==> config.mk <==
export PLATFORM = sky130hd
export DESIGN_NAME = adc_conversion_sequencer
export DESIGN_NICKNAME = d
export VERILOG_FILES = /design/src/common/adc_seq_pkg.sv /design/src/hdl/adc_conversion_sequencer.sv
export VERILOG_INCLUDE_DIRS = /design/src /design/src/common
export SDC_FILE = /design/constraint.sdc
export NUM_CORES = 1
export LEC_CHECK = 0
export BUFFER_PORTS_ARGS = -buffer_cell sky130_fd_sc_hd__buf_2
export CAP_MARGIN = 20
export CORE_MARGIN = 3
export CORE_UTILIZATION = 40
export DETAILED_ROUTE_END_ITERATION = 10
export PLACE_DENSITY_LB_ADDON = 0.25
export RECOVER_POWER = 100
export SYNTH_ARGS = -nofsm -noshare
export SYNTH_HDL_FRONTEND = slang
export SYNTH_SLANG_ARGS = --single-unit
==> constraint.sdc <==
create_clock -name clk -period 2.8 [get_ports clk]
set_clock_uncertainty 0.05 [all_clocks]
set_input_delay 0.56 -clock clk [delete_from_list [all_inputs] [get_ports clk]]
set_output_delay 0.56 -clock clk [all_outputs]
set_load 0.02 [all_outputs]
==> src/common/adc_seq_defines.svh <==
`ifndef ADC_SEQ_DEFINES_SVH
`define ADC_SEQ_DEFINES_SVH

// ****************************************************************
// register byte offsets
// ****************************************************************
`define OFS_CTRL_ZERO     12'h000
`define OFS_CTRL_TWO      12'h004
`define OFS_RESULT_HIGH   12'h008
`define OFS_RESULT_LOW    12'h00C
`define OFS_TRIG_PIN_SEL  12'h010
`define OFS_IRQ_STATUS    12'h014
`define OFS_IRQ_MASK      12'h018
`define OFS_CLK_SEL       12'h01C
// ****************************************************************
// field positions
// ****************************************************************
`define BIT_CONVERTER_ON  0
`define BIT_GO_DONE       1
`define BIT_COMPLETE      0
`define TRIG_PIN_RESET    5'h14
`define CLK_SEL_RC        1'h1
// ****************************************************************
// timing
// ****************************************************************
`define CLK_PERIOD_NS     25
`define BIT_TIME_NS       200
`define BIT_CYCLES  ((`BIT_TIME_NS + `CLK_PERIOD_NS - 1) / `CLK_PERIOD_NS)

`endif

==> src/common/adc_seq_pkg.sv <==
`default_nettype none
package adc_seq_pkg;
    typedef struct packed {
        logic       timer_zero_overflow;
        logic       timer_one_overflow;
        logic       timer_two_match;
        logic       comparator_one_synced;
        logic       comparator_two_synced;
        logic [3:0] pwm_offset_match_event;
        logic [3:0] pwm_match_irq;
    } trig_src_t;

    typedef enum logic [3:0] {
        ST_IDLE = 4'b0001,
        ST_CONV = 4'b0010,
        ST_DONE = 4'b0100,
        ST_ABRT = 4'b1000
    } conv_state_t;
endpackage : adc_seq_pkg
`default_nettype wire

==> src/hdl/adc_conversion_sequencer.sv <==
// Chosen here: the APB interface to the registers and the register offsets.
`include "adc_seq_defines.svh"
`default_nettype none
module adc_conversion_sequencer #(
    parameter int RES_BITS = 10,
    parameter int PIN_COUNT = 32
) (
    // clock and reset
    input  wire logic                    clk,
    input  wire logic                    rst_n,
    // apb slave
    input  wire logic                    psel,
    input  wire logic                    penable,
    input  wire logic                    pwrite,
    input  wire logic [11:0]             paddr,
    input  wire logic [31:0]             pwdata,
    output logic      [31:0]             prdata,
    output logic                         pready,
    output logic                         pslverr,
    // trigger sources
    input  wire adc_seq_pkg::trig_src_t  trig_src,
    input  wire logic [3:0]              pwm_interrupt_enable,
    input  wire logic [PIN_COUNT-1:0]    port_pins,
    input  wire logic                    waveform_generator_input_pin,
    // analog comparator and power
    input  wire logic                    cmp_hi,
    input  wire logic                    sleep_mode,
    output logic [RES_BITS-1:0]          dac_code,
    output logic                         analog_power,
    output logic                         sample_hold,
    // interrupt and wake
    output logic                         irq,
    output logic                         wake_request
);
    import adc_seq_pkg::*;

    // ****************************************************************
    // registers
    // ****************************************************************
    localparam int BIT_CYC = `BIT_CYCLES;
    logic                   conv_on_q;
    logic                   go_done_q;
    logic [3:0]             trig_sel_q;
    logic [4:0]             pin_sel_q;
    logic                   clk_sel_q;
    logic                   status_q;
    logic                   mask_q;
    logic [RES_BITS-1:0]    result_q;
    logic [RES_BITS-1:0]    sar_q;
    logic [$clog2(RES_BITS+1)-1:0] bit_idx_q;
    logic [7:0]             tick_q;
    logic                   powered_down_q;
    conv_state_t            state_q;

    logic wr_en;
    logic rd_en;
    assign wr_en = psel && penable && pwrite;
    assign rd_en = psel && penable && !pwrite;

    logic go_write_one;
    logic go_write_zero;
    assign go_write_one  = wr_en && paddr == `OFS_CTRL_ZERO
                           && pwdata[`BIT_GO_DONE];
    assign go_write_zero = wr_en && paddr == `OFS_CTRL_ZERO
                           && !pwdata[`BIT_GO_DONE];

    // ****************************************************************
    // trigger selection and edge detection
    // ****************************************************************
    logic [15:0] trig_vec;
    logic [3:0]  pwm_irq_trig;
    genvar g;
    generate
        for (g = 0; g < 4; g++)
        begin : g_pwm
            assign pwm_irq_trig[g] = |(trig_src.pwm_match_irq[g]
                                       & pwm_interrupt_enable[g]);
        end
    endgenerate

    logic [PIN_COUNT-1:0] pin_meta_q;
    logic [PIN_COUNT-1:0] pin_sync_q;
    logic [1:0]           wgp_sync_q;
    always_ff @(posedge clk or negedge rst_n)
    begin
        if (!rst_n)
        begin
            pin_meta_q <= '0;
            pin_sync_q <= '0;
            wgp_sync_q <= 2'h0;
        end
        else
        begin
            // every pin is synchronised before the select mux reads it
            pin_meta_q <= port_pins;
            pin_sync_q <= pin_meta_q;
            wgp_sync_q <= {wgp_sync_q[0], waveform_generator_input_pin};
        end
    end

    // code map: 1 t0, 2 t1, 3 t2, 4 c1, 5 c2, 6..9 pwm offset,
    // 10..13 pwm irq, 14 trigger pin, 15 waveform pin, 0 none
    always_comb
    begin
        trig_vec        = 16'h0000;
        trig_vec[1]     = trig_src.timer_zero_overflow;
        trig_vec[2]     = trig_src.timer_one_overflow;
        trig_vec[3]     = trig_src.timer_two_match;
        trig_vec[4]     = trig_src.comparator_one_synced;
        trig_vec[5]     = trig_src.comparator_two_synced;
        trig_vec[9:6]   = trig_src.pwm_offset_match_event;
        trig_vec[13:10] = pwm_irq_trig;
        trig_vec[14]    = pin_sync_q[pin_sel_q];
        trig_vec[15]    = wgp_sync_q[1];
    end

    logic trig_lvl_q;
    logic trig_old_q;
    logic hw_trigger;
    always_ff @(posedge clk or negedge rst_n)
    begin
        if (!rst_n)
        begin
            trig_lvl_q <= 1'b0;
            trig_old_q <= 1'b0;
        end
        else
        begin
            trig_lvl_q <= trig_vec[trig_sel_q];
            trig_old_q <= trig_lvl_q;
        end
    end
    assign hw_trigger = trig_lvl_q && !trig_old_q;

    // ****************************************************************
    // control registers
    // ****************************************************************
    logic start_req;
    logic done_evt;
    logic sleep_abort;
    assign start_req  = conv_on_q && (go_write_one || hw_trigger)
                        && state_q == ST_IDLE;
    assign sleep_abort = sleep_mode && clk_sel_q != `CLK_SEL_RC
                         && state_q == ST_CONV;
    assign done_evt   = state_q == ST_DONE;

    always_ff @(posedge clk or negedge rst_n)
    begin
        if (!rst_n)
        begin
            conv_on_q  <= 1'b0;
            trig_sel_q <= 4'h0;
            pin_sel_q  <= `TRIG_PIN_RESET;
            clk_sel_q  <= 1'b0;
            mask_q     <= 1'b0;
        end
        else if (wr_en)
        begin
            case (paddr)
                `OFS_CTRL_ZERO:    conv_on_q  <= pwdata[`BIT_CONVERTER_ON];
                `OFS_CTRL_TWO:     trig_sel_q <= pwdata[3:0];
                `OFS_TRIG_PIN_SEL: pin_sel_q  <= pwdata[4:0];
                `OFS_CLK_SEL:      clk_sel_q  <= pwdata[0];
                `OFS_IRQ_MASK:     mask_q     <= pwdata[`BIT_COMPLETE];
                default:           ;
            endcase
        end
    end

    always_ff @(posedge clk or negedge rst_n)
    begin
        if (!rst_n)
            go_done_q <= 1'b0;
        else if (start_req)
            go_done_q <= 1'b1;
        else if (done_evt || sleep_abort || go_write_zero || !conv_on_q)
            go_done_q <= 1'b0;
    end

    // set wins over clear
    always_ff @(posedge clk or negedge rst_n)
    begin
        if (!rst_n)
            status_q <= 1'b0;
        else if (done_evt)
            status_q <= 1'b1;
        else if (wr_en && paddr == `OFS_IRQ_STATUS
                 && pwdata[`BIT_COMPLETE])
            status_q <= 1'b0;
    end

    // ****************************************************************
    // successive approximation sequencer
    // ****************************************************************
    logic last_bit;
    assign last_bit = bit_idx_q == '0;

    always_ff @(posedge clk or negedge rst_n)
    begin
        if (!rst_n)
        begin
            state_q   <= ST_IDLE;
            sar_q     <= '0;
            bit_idx_q <= '0;
            tick_q    <= 8'h00;
        end
        else
        begin
            case (state_q)
                ST_IDLE:
                    if (start_req)
                    begin
                        state_q   <= ST_CONV;
                        sar_q     <= '0;
                        bit_idx_q <= RES_BITS[$bits(bit_idx_q)-1:0];
                        tick_q    <= 8'h00;
                    end
                ST_CONV:
                    if (sleep_abort || go_write_zero || !conv_on_q)
                        state_q <= ST_ABRT;
                    else if (tick_q == 8'(BIT_CYC - 1))
                    begin
                        tick_q <= 8'h00;
                        if (last_bit)
                            state_q <= ST_DONE;
                        else
                        begin
                            sar_q[bit_idx_q-1'b1] <= cmp_hi;
                            bit_idx_q <= bit_idx_q - 1'b1;
                        end
                    end
                    else
                        tick_q <= tick_q + 8'h01;
                ST_DONE: state_q <= ST_IDLE;
                ST_ABRT: state_q <= ST_IDLE;
                default: state_q <= ST_IDLE;
            endcase
        end
    end

    // fill unresolved bits with the last converted bit
    logic [RES_BITS-1:0] partial;
    always_comb
    begin
        partial = sar_q;
        for (int i = 0; i < RES_BITS; i++)
            if (i < int'(bit_idx_q)
                && bit_idx_q != RES_BITS[$bits(bit_idx_q)-1:0])
                partial[i] = sar_q[bit_idx_q];
    end

    always_ff @(posedge clk or negedge rst_n)
    begin
        if (!rst_n)
            result_q <= '0;
        else if (done_evt)
            result_q <= sar_q;
        else if (state_q == ST_ABRT)
            result_q <= partial;
    end

    // ****************************************************************
    // analog, sleep and interrupt outputs
    // ****************************************************************
    always_ff @(posedge clk or negedge rst_n)
    begin
        if (!rst_n)
        begin
            powered_down_q <= 1'b0;
            analog_power   <= 1'b0;
            sample_hold    <= 1'b0;
            dac_code       <= '0;
            irq            <= 1'b0;
            wake_request   <= 1'b0;
        end
        else
        begin
            if (!sleep_mode || !conv_on_q)
                powered_down_q <= 1'b0;
            else if ((done_evt && !mask_q) || sleep_abort)
                powered_down_q <= 1'b1;
            analog_power <= conv_on_q && !powered_down_q;
            sample_hold  <= state_q == ST_CONV;
            dac_code     <= bit_idx_q == '0 ? sar_q
                            : sar_q | (RES_BITS'(1) << (bit_idx_q - 1'b1));
            irq          <= status_q && mask_q;
            wake_request <= sleep_mode && status_q && mask_q;
        end
    end

    // ****************************************************************
    // apb read side
    // ****************************************************************
    always_ff @(posedge clk or negedge rst_n)
    begin
        if (!rst_n)
        begin
            prdata  <= 32'h0000_0000;
            pready  <= 1'b0;
            pslverr <= 1'b0;
        end
        else
        begin
            pready  <= psel && !penable;
            pslverr <= 1'b0;
            prdata  <= 32'h0000_0000;
            if (psel && !penable && !pwrite)
                case (paddr)
                    `OFS_CTRL_ZERO:    prdata <= {30'h0, go_done_q, conv_on_q};
                    `OFS_CTRL_TWO:     prdata <= {28'h0, trig_sel_q};
                    `OFS_RESULT_HIGH:  prdata <= 32'(result_q >> 8);
                    `OFS_RESULT_LOW:   prdata <= {24'h0, result_q[7:0]};
                    `OFS_TRIG_PIN_SEL: prdata <= {27'h0, pin_sel_q};
                    `OFS_IRQ_STATUS:   prdata <= {31'h0, status_q};
                    `OFS_IRQ_MASK:     prdata <= {31'h0, mask_q};
                    `OFS_CLK_SEL:      prdata <= {31'h0, clk_sel_q};
                    default:           prdata <= 32'h0000_0000;
                endcase
        end
    end
    logic unused_rd;
    assign unused_rd = rd_en;
endmodule : adc_conversion_sequencer
`default_nettype wire

=== Word-level counts from Yosys, hierarchy flattened ===
Cells that the tools add are included.
W data, S select, Z words.

* Register bits: 166
* Bits in latches: 0
* Bits in writable memories: 0
* Memory bits (read-only): 0
* Input port bits: 101
* Output and inout bits: 48
* Memories: 0

* $add $sub $neg: 2
* $mul: 0
* Divide/modulo/power cells: 0
* Magnitude comparators: 15
* Equality and inequality tests: 19
* Shift operators: 1
* Mux-type cells: 49
* Bitwise operators: 6
* Reductions and logical operators: 61

{| class="wikitable"
|+ Operators by type and width
! cell !! count
|-
| $mux W10 || 7
|-
| $pmux W8 S8 || 1
|-
| $eq A12 B5 Y1 const B || 4
|-
| $mux W32 || 1
|-
| $mux W4 || 8
|-
| $logic_and A1 B1 Y1 || 30
|-
| $eq A12 B4 Y1 const B || 2
|-
| $mux W8 || 3
|-
| $mux W1 || 20
|-
| $pmux W10 S2 || 1
|-
| $lt A3 B4 Y1 const A || 4
|-
| $pmux W4 S2 || 2
|-
| $pmux W8 S2 || 1
|-
| $lt A4 B5 Y1 const B || 3
|-
| $eq A12 B3 Y1 const B || 1
|-
| $logic_not A12 Y1 || 1
|-
| $bwmux W10 || 1
|-
| $or A10 B10 Y10 || 1
|-
| $reduce_and A2 Y1 || 5
|-
| $reduce_bool A2 Y1 || 5
|-
| $shl A1 B4 Y10 const A || 1
|-
| $add A8 B1 Y8 const B || 1
|-
| $bmux W1 S4 || 2
|-
| $eq A8 B3 Y1 const B || 1
|-
| 22 further kinds || 47
|}

=== Logic depth before layout (Yosys ltp) ===
Gate-level depths: netlist of run 1.

* Depth in word-level cells: 10
* Mapped depth: 9
* Mapped depth without buffers: 8

=== Worst setup path before layout of run 1 ===
OpenSTA, ideal clock, no wires.

* Path type: input port to flip-flop
* Start: in paddr[9]
* End: reg mask_q
* Library setup time: 0.125 ns
* Arrival: 2.314 ns
* Required time: 2.625 ns
* Slack: 0.311 ns
* Cell stages on the path: 5
* Cells stage by stage: or4_4 -> nand2b_1 -> or4_1 -> nor3b_1 -> mux2_2

* Word-level cells in the longest chain between the ends: 2

{| class="wikitable"
|+ Ends and longest elaborated chain
! element !! RTL line !! RTL
|-
| from (decl) || adc_conversion_sequencer.sv:15 || <nowiki>input wire logic [11:0] paddr,</nowiki>
|-
| $eq A12 B5 Y1 || adc_conversion_sequencer.sv:159 || <nowiki>case (paddr)</nowiki>
|-
| $reduce_and A2 Y1 (no source line) || n/a ||
|-
| to (signal assigned) || adc_conversion_sequencer.sv:164 || <nowiki>`OFS_IRQ_MASK: mask_q <= pwdata[`BIT_COMPLETE];</nowiki>
|-
| to (decl) || adc_conversion_sequencer.sv:47 || <nowiki>logic mask_q;</nowiki>
|}

No other way between the ends.
A chain may end at the register's enable or synchronous reset.

=== Worst setup path after layout of run 1 ===
* Start: in paddr[9]
* End: reg bit_idx_q[2]

* Word-level cells in the longest chain between the ends: 8

{| class="wikitable"
|+ Ends and longest elaborated chain
! element !! RTL line !! RTL
|-
| $logic_not A12 Y1 * || n/a ||
|-
| $logic_and A1 B1 Y1 (no source line) * || n/a ||
|-
| $logic_and A1 B1 Y1 || adc_conversion_sequencer.sv:62 || <nowiki>assign go_write_one = wr_en && paddr == `OFS_CTRL_ZERO</nowiki>
|-
| $logic_or A1 B1 Y1 || adc_conversion_sequencer.sv:141 || <nowiki>assign start_req = conv_on_q && (go_write_one || hw_trigger)</nowiki>
|-
| $logic_and A1 B1 Y1 || adc_conversion_sequencer.sv:141 ||
|-
| $logic_and A1 B1 Y1 || adc_conversion_sequencer.sv:142 || <nowiki>&& state_q == ST_IDLE;</nowiki>
|-
| $ne A2 B2 Y1 (no source line) || n/a ||
|-
| $reduce_and A5 Y1 (no source line) * || n/a ||
|-
| to (signal assigned) || adc_conversion_sequencer.sv:215 || <nowiki>bit_idx_q <= RES_BITS[$bits(bit_idx_q)-1:0];</nowiki>
|-
| to (signal assigned) || adc_conversion_sequencer.sv:229 || <nowiki>bit_idx_q <= bit_idx_q - 1'b1;</nowiki>
|-
| to (decl) || adc_conversion_sequencer.sv:50 || <nowiki>logic [$clog2(RES_BITS+1)-1:0] bit_idx_q;</nowiki>
|}

Every way passes the cells marked *; elsewhere a longest branch is shown, timed or not.

==> flow_summary_export.csv, run 1 <==
group,metric,value,unit
outcome,status,"finished, violations left",
outcome,violations,"max-capacitance violations, max-slew violations",
layout,ff_latch_area,3557,um2
grt,antenna_found_initial,1,
layout,final_common_cell,"dfrtp_1",
synthesis,yosys_warnings,0,
clock_network,clock-sinks,142,
clock_network,ctsHoldBuffers,0,
synthesis,synth_edf_count,0,
worst_setup_path,timing.critical_path.buf_inv,3,
clock_network,ctsResizeCount,0,
worst_setup_path,cp-end-kind,"flip-flop",
layout,multi_input_area,2256,um2
pwr,pwr-share-seq,48.3,%
worst_hold_path,min_from,"port_pins[17]",
worst_setup_path,worstRegToRegCells,6,
layout,final_cell_mix,"dfrtp_1, buf_2, nand2_1, o21ai_0, clkbuf_1",
placed_design,finalWeightedCongestion,0.9067,
placed_design,place_area,6723,um2
pwr,power_density,610.9,nW/um2
layout,final_area,7188,um2
grt,overflow,0,
synthesis,ys_types,61,
clock_network,clock-root-buffer,"clkbuf_16",
sta,finalHoldViolCount,0,
worst_setup_path,path_class,"input port to flip-flop",
clock_network,cts_setup_buffers,0,
worst_setup_path,startpoint,"paddr[9]",
synthesis,synth-main-ff-cell,"dfrtp_1",
placed_design,port_buffers,96,
clock_network,clk_pin_slew_worst_paths,0.06,ns
synthesis,syn_area_per_cell,12.14,um2
drt,num_vias,4080,
worst_hold_path,whs_path_depth,1,
drt,wire_per_inst,15.36,um
clock_network,cts-buffers-inserted,17,
grt,grt_use_met2,23.35,%
synthesis,yosysSeqAreaShare,58.62,%
drt,drt.antenna.violating_nets,0,
grt,use_met1,20.81,%
layout,nFillCells,1319,
sta,period_share,88.54,%
floorplanning,start_util,41.28,%
drt,viasPerCell,5.068,
drt,wirelength,12360,um
drt,drt_iter0_drc,247,
pwr,ir_drop,0.4795,mV
synthesis,synthArstFlopShare,100.0,%
worst_setup_path,crit_path_max_fanout,12,
sta,rsz0062_at_grt,"no",
drt,drc,0,
grt,grt_start_max_net_pins,75,
clock_network,htreeDepth,4,
worst_setup_path,rr_startpoint,"tick_q[4]$_DFFE_PN0P_",
grt,grt.busiest_layer,"met2",
floorplanning,fp.dieW,129.2,um
worst_setup_path,worstPathArrival,2.74,ns
sta,setup_viol,0,
grt,grt_pass1_wl,19790,um
floorplanning,chipHeight,129.2,um
drt,firstDrtPassIters,5,
pwr,power.switching,0.001050,W
sta,fmax,403.4,MHz
layout,drive_above_1_share,23.99,%
worst_setup_path,crit_chain,"buf_2 > or4_1 > nand4b_1 > clkbuf_1 > o211ai_1 > a21boi_0 > clkbuf_2 > o21ai_0 > o31ai_1",
grt,grt_pass1_vias,3901,
synthesis,synth_cells,500,
sta,maxSlewViolCount,74,
grt,track_usage,15.32,%
layout,n_antenna_cell,0,
worst_setup_path,crit_cells,9,
sta,slew_headroom,-21.06,%
worst_hold_path,hp-class,"input port to flip-flop",
sta,setup-tns-final,0,ns
worst_setup_path,required,3.06,ns
sta,max_slew.worst_pin.slew,1.816,ns
clock_network,clockBufferDepth,2,
worst_setup_path,max_stage_delay,0.55,ns
worst_setup_path,startpoint_type,"input port",
pwr,comb_power_share,4.3,%
synthesis,synth-seq-cells,142,
layout,area_growth,18.45,%
pwr,pwr-share-clk,47.5,%
clock_network,clk_latency,0.42,ns
pwr,leakagePower,3.456,nW
synthesis,synth_area,6068,um2
worst_setup_path,path_delay_family,"simple AND/OR/NAND/NOR gates",
placed_design,dpl.hpwl,9003,um
sta,fin_crit,2.479,ns
floorplanning,core,14700,um2
floorplanning,rows,44,
pwr,p_int,0.003341,W
worst_setup_path,worst_path_max_delay_cell,"or4_1",
floorplanning,io_pins,149,
grt,met3_usage,4.905,%
floorplanning,dieArea,16680,um2
pwr,switching_share,23.92,%
run,max_cap_viol_count,1,
clock_network,cts_tree,"yes",
layout,final_nets,717,
[sequential cells by signal, indices dropped and copies added, names as in the netlist, 2 cells and up]
signal      count
bit_idx_q       4
dac_code       10
pin_meta_q     32
pin_sel_q       5
pin_sync_q     32
prdata          8
result_q       10
sar_q          10
state_q         4
tick_q          8
trig_sel_q      4
wgp_sync_q      2
[cell type report]
type	count	share of cell area, %
well taps	184	3.203
inverters	10	0.5222
flip-flops and latches	142	49.49
repair buffers	112	7.694
clock buffers	19	6.023
multi-input cells	325	31.38
clock inverters	13	1.688
[Yosys cell counts (3+ instances only)]
| master | instances | area share, % |
|---|---|---|
| clkbuf_1 | 17 | 1.1 |
| a21oi_1 | 8 | 0.66 |
| dfstp_2 | 3 | 1.3 |
| and3_1 | 8 | 0.82 |
| nor3_1 | 9 | 0.74 |
| buf_2 | 3 | 0.25 |
| nand2_1 | 47 | 2.9 |
| mux2_2 | 13 | 2.4 |
| a211oi_1 | 3 | 0.37 |
| o21ai_0 | 36 | 3.0 |
| o31ai_1 | 12 | 1.5 |
| nand2b_1 | 5 | 0.52 |
| or3_1 | 3 | 0.31 |
| mux4_2 | 12 | 4.5 |
| nor2_1 | 24 | 1.5 |
| nor2b_1 | 11 | 1.1 |
| o211ai_1 | 3 | 0.37 |
| nand3_1 | 13 | 1.1 |
| and2_1 | 3 | 0.31 |
| ha_1 | 8 | 1.6 |
| nand4_1 | 7 | 0.72 |
| a21o_1 | 9 | 1.1 |
| inv_1 | 10 | 0.62 |
| dfrtp_1 | 139 | 57 |
| buf_4 | 26 | 3.2 |
| a31oi_1 | 3 | 0.31 |
| mux2i_1 | 22 | 3.6 |
[path summary, 6_finish.rpt]
kind                       slack, ns                        to
max in group asynchronous       0.84       prdata[0]$_DFF_PN0_
min in group asynchronous       0.60     tick_q[0]$_DFFE_PN0P_
hold / removal                  0.19  pin_meta_q[17]$_DFF_PN0_
setup / recovery                0.32  bit_idx_q[2]$_DFFE_PN0P_
setup reg to reg                0.34      sar_q[6]$_DFFE_PN0P_
hold reg to reg                 0.29  pin_sync_q[25]$_DFF_PN0_
[power groups by stage]
| stage | registers [W] | logic [W] | clock network (W) |
|---|---|---|---|
| after detailed placement | 0.00216 | 0.000196 | 0 |
| after CTS | 0.00212 | 0.000197 | 0.00215 |
| after global routing | 0.00212 | 0.000212 | 0.00222 |
| final | 0.00212 | 0.000188 | 0.00208 |
| after global placement | 0.00215 | 0.000191 | 0 |
| after floorplan | 0.00215 | 0.000100 | 0 |
[through the flow]
stage / hold slack, ns / worst slack [ns] / util (%) / power (W) / cells
3_5_place_dp: 0.2855 / 0.08854 / 45.74 / 0.002352 / 773
5_1_grt: 0.1625 / 0.1259 / 48.90 / 0.004560 / 805
3_3_place_gp: 0.2843 / 0.1223 / 45.74 / 0.002345 / 773
2_1_floorplan: 0.2144 / 0.3107 / - / 0.002253 / 524
4_1_cts: 0.1283 / 0.3917 / 49.51 / 0.004462 / 805
6_report: 0.1930 / 0.3208 / 48.90 / 0.004391 / 805
[routing by layer]
layer  vias up  share of wire, %
met5         -              0.11
met4         2               1.0
met3        15               5.8
met2       136                48
met1      1976                45
li1       1951                 -
[cells by family after synthesis]
group	Yosys count	share of synthesized area, %
and+or+nand+nor	151	13.40
DFF	142	58.62
AOI/OAI and AO/OA	92	10.17
xor gates and xnor gates	2	0.2887
adders and majority gates	8	1.650
buffers and inverters	57	5.320
muxes	47	10.49
other	1	0.06180
[worst reg2reg max path, stage by stage, from the launching register on]
cell	delay, ns
dfrtp_1	0.41
or4_1	0.54
or3_1	0.36
o21ai_2	0.36
and2_0	0.33
nand3_1	0.14
mux2i_1	0.14
No activity file was read; power rests on OpenSTA's default activity.
==> run 2: changes to the inputs <==
Settings changed: CORE_UTILIZATION 40 to 45, TNS_END_PERCENT set to 1.
==> flow_summary_export.csv, run 2 (synthesized netlist as in run 1, its figures left out) <==
group,metric,value,unit
layout,top_regs,"pin_meta_q: 32 flops, pin_sync_q: 32 flops",
sta,maxSlewViolCount,52,
pwr,total_power,0.004487,W
pwr,ir_drop,0.3973,mV
layout,final_cell_mix,"dfrtp_1, buf_2, nand2_1, o21ai_0, clkbuf_1",
worst_setup_path,max_stage_delay,0.58,ns
clock_network,clk_pin_slew_worst_paths,0.07,ns
floorplanning,start_util,47.13,%
drt,firstDrtPassIters,5,
sta,period_share,90.79,%
grt,grt.busiest_layer,"met2",
layout,fin_util,55.91,%
worst_hold_path,hp-class,"input port to flip-flop",
worst_setup_path,reg2reg_slack,0.32,ns
grt,antenna_found_initial,0,
layout,nFillCells,1098,
layout,area_growth,18.64,%
worst_setup_path,rr_startpoint,"bit_idx_q[0]$_DFFE_PN0P_",
placed_design,dpl.hpwl,9286,um
sta,fmax,393.4,MHz
drt,drc,0,
drt,wirelength,13030,um
worst_setup_path,startpoint_type,"input port",
worst_hold_path,min_from,"port_pins[10]",
sta,rsz0062_at_grt,"no",
grt,overflow,0,
worst_setup_path,cp-end-kind,"flip-flop",
sta,setup_viol,0,
layout,drive_above_1_share,24.15,%
worst_setup_path,path_class,"input port to flip-flop",
grt,met3_usage,4.735,%
placed_design,finalWeightedCongestion,0.8346,
drt,drt_iter0_drc,318,
grt,grt_pass1_wl,21510,um
floorplanning,rows,41,
clock_network,clk_latency,0.42,ns
sta,setup-tns-final,0,ns
layout,multi_input_area,2260,um2
floorplanning,fp.dieW,122.1,um
sta,max_slew.worst_pin.slew,2.092,ns
floorplanning,io_pins,149,
worst_setup_path,crit_chain,"buf_2 > or4_1 > nand4b_1 > o41ai_4 > or2_0 > and2_0 > a2bb2oi_1",
clock_network,clockBufferDepth,2,
outcome,violations,"max-capacitance violations, max-slew violations",
worst_hold_path,whs_path_depth,1,
pwr,leakagePower,3.478,nW
drt,drt.antenna.violating_nets,0,
pwr,power_density,623.2,nW/um2
worst_setup_path,worstPathArrival,2.83,ns
sta,finalHoldViolCount,0,
worst_setup_path,timing.critical_path.buf_inv,1,
worst_hold_path,holdPathEnd,"pin_meta_q[10]$_DFF_PN0_",
clock_network,ctsResizeCount,0,
worst_setup_path,path_delay_family,"simple AND/OR/NAND/NOR gates",
layout,ff_latch_area,3557,um2
outcome,status,"finished, violations left",
clock_network,cts-buffers-inserted,17,
layout,final_nets,717,
drt,viasPerCell,5.318,
clock_network,clock-root-buffer,"clkbuf_16",
clock_network,cts_setup_buffers,0,
clock_network,cts_tree,"yes",
layout,n_antenna_cell,0,
run,max_cap_viol_count,1,
worst_setup_path,reg2reg_to,"sar_q[2]$_DFFE_PN0P_",
floorplanning,chipHeight,122.1,um
sta,slew_headroom,-39.44,%
clock_network,ctsHoldBuffers,0,
placed_design,port_buffers,96,
worst_setup_path,required,3.09,ns
worst_setup_path,crit_path_max_fanout,7,
drt,num_vias,4217,
clock_network,htreeDepth,4,
clock_network,clock-sinks,142,
floorplanning,core,12880,um2
grt,use_met1,24.70,%
grt,track_usage,18.83,%
worst_setup_path,worst_path_max_delay_cell,"or4_1",
sta,fin_crit,2.542,ns
layout,final_common_cell,"dfrtp_1",
grt,grt_pass1_vias,4381,
grt,grt_use_met2,29.97,%
floorplanning,dieArea,14910,um2
worst_setup_path,worstRegToRegCells,8,
grt,grt_start_max_net_pins,52,
drt,wire_per_inst,16.43,um
## run 2: power by group
part | internal [W] | switching (W)
Sequential | 0.00210 | 0.0000153
Clock | 0.00121 | 0.000971
Combinational | 0.0000667 | 0.000121
## run 2: metrics by stage
step	instances	instance area [um2]	setup slack (ns)	hold slack, ns
after CTS	793	7288	0.3600	0.01805
after global placement	761	6708	0.1112	0.2848
final	793	7199	0.2579	0.1834
after global routing	793	7199	0.06083	0.1679
after detailed placement	761	6708	0.09981	0.2847
after floorplan	524	6158	0.3107	0.2144
## run 2: cell type report
type                    instances  area share (%)
flip-flops and latches        142           49.41
multi-input cells             325           31.39
repair buffers                112           7.629
clock buffers                  18           6.100
well taps                     172           2.989
clock inverters                14           1.964
inverters                      10          0.5214
## run 2: how the worst max path moves through the flow
stage | start | end | cells past startpoint
3_5_place_dp | paddr[9] | tick_q[7]$_DFFE_PN0P_ | 7
5_1_grt | bit_idx_q[0]$_DFFE_PN0P_ | sar_q[3]$_DFFE_PN0P_ | 8
4_1_cts | bit_idx_q[0]$_DFFE_PN0P_ | result_q[6]$_DFFE_PN0P_ | 6
3_3_place_gp | paddr[9] | mask_q$_DFFE_PN0P_ | 6
6_report | paddr[9] | bit_idx_q[1]$_DFFE_PN0P_ | 7
2_1_floorplan | paddr[9] | mask_q$_DFFE_PN0P_ | 5
## run 2: worst register-to-register path, cell delays in order, from the launching register on
cell	delay, ns
dfrtp_1	0.58
inv_1	0.22
ha_1	0.26
clkbuf_1	0.22
o31ai_1	0.28
clkbuf_1	0.31
nand2_1	0.15
o211ai_1	0.19
o31ai_1	0.10
## run 2: layer usage
metal,part of all wire [%],vias to the layer above,wire [um]
met3,6.8,25,890
met5,0,-,0
met4,2.2,0,284
met2,48,153,6253
met1,43,2088,5602
li1,-,1951,-
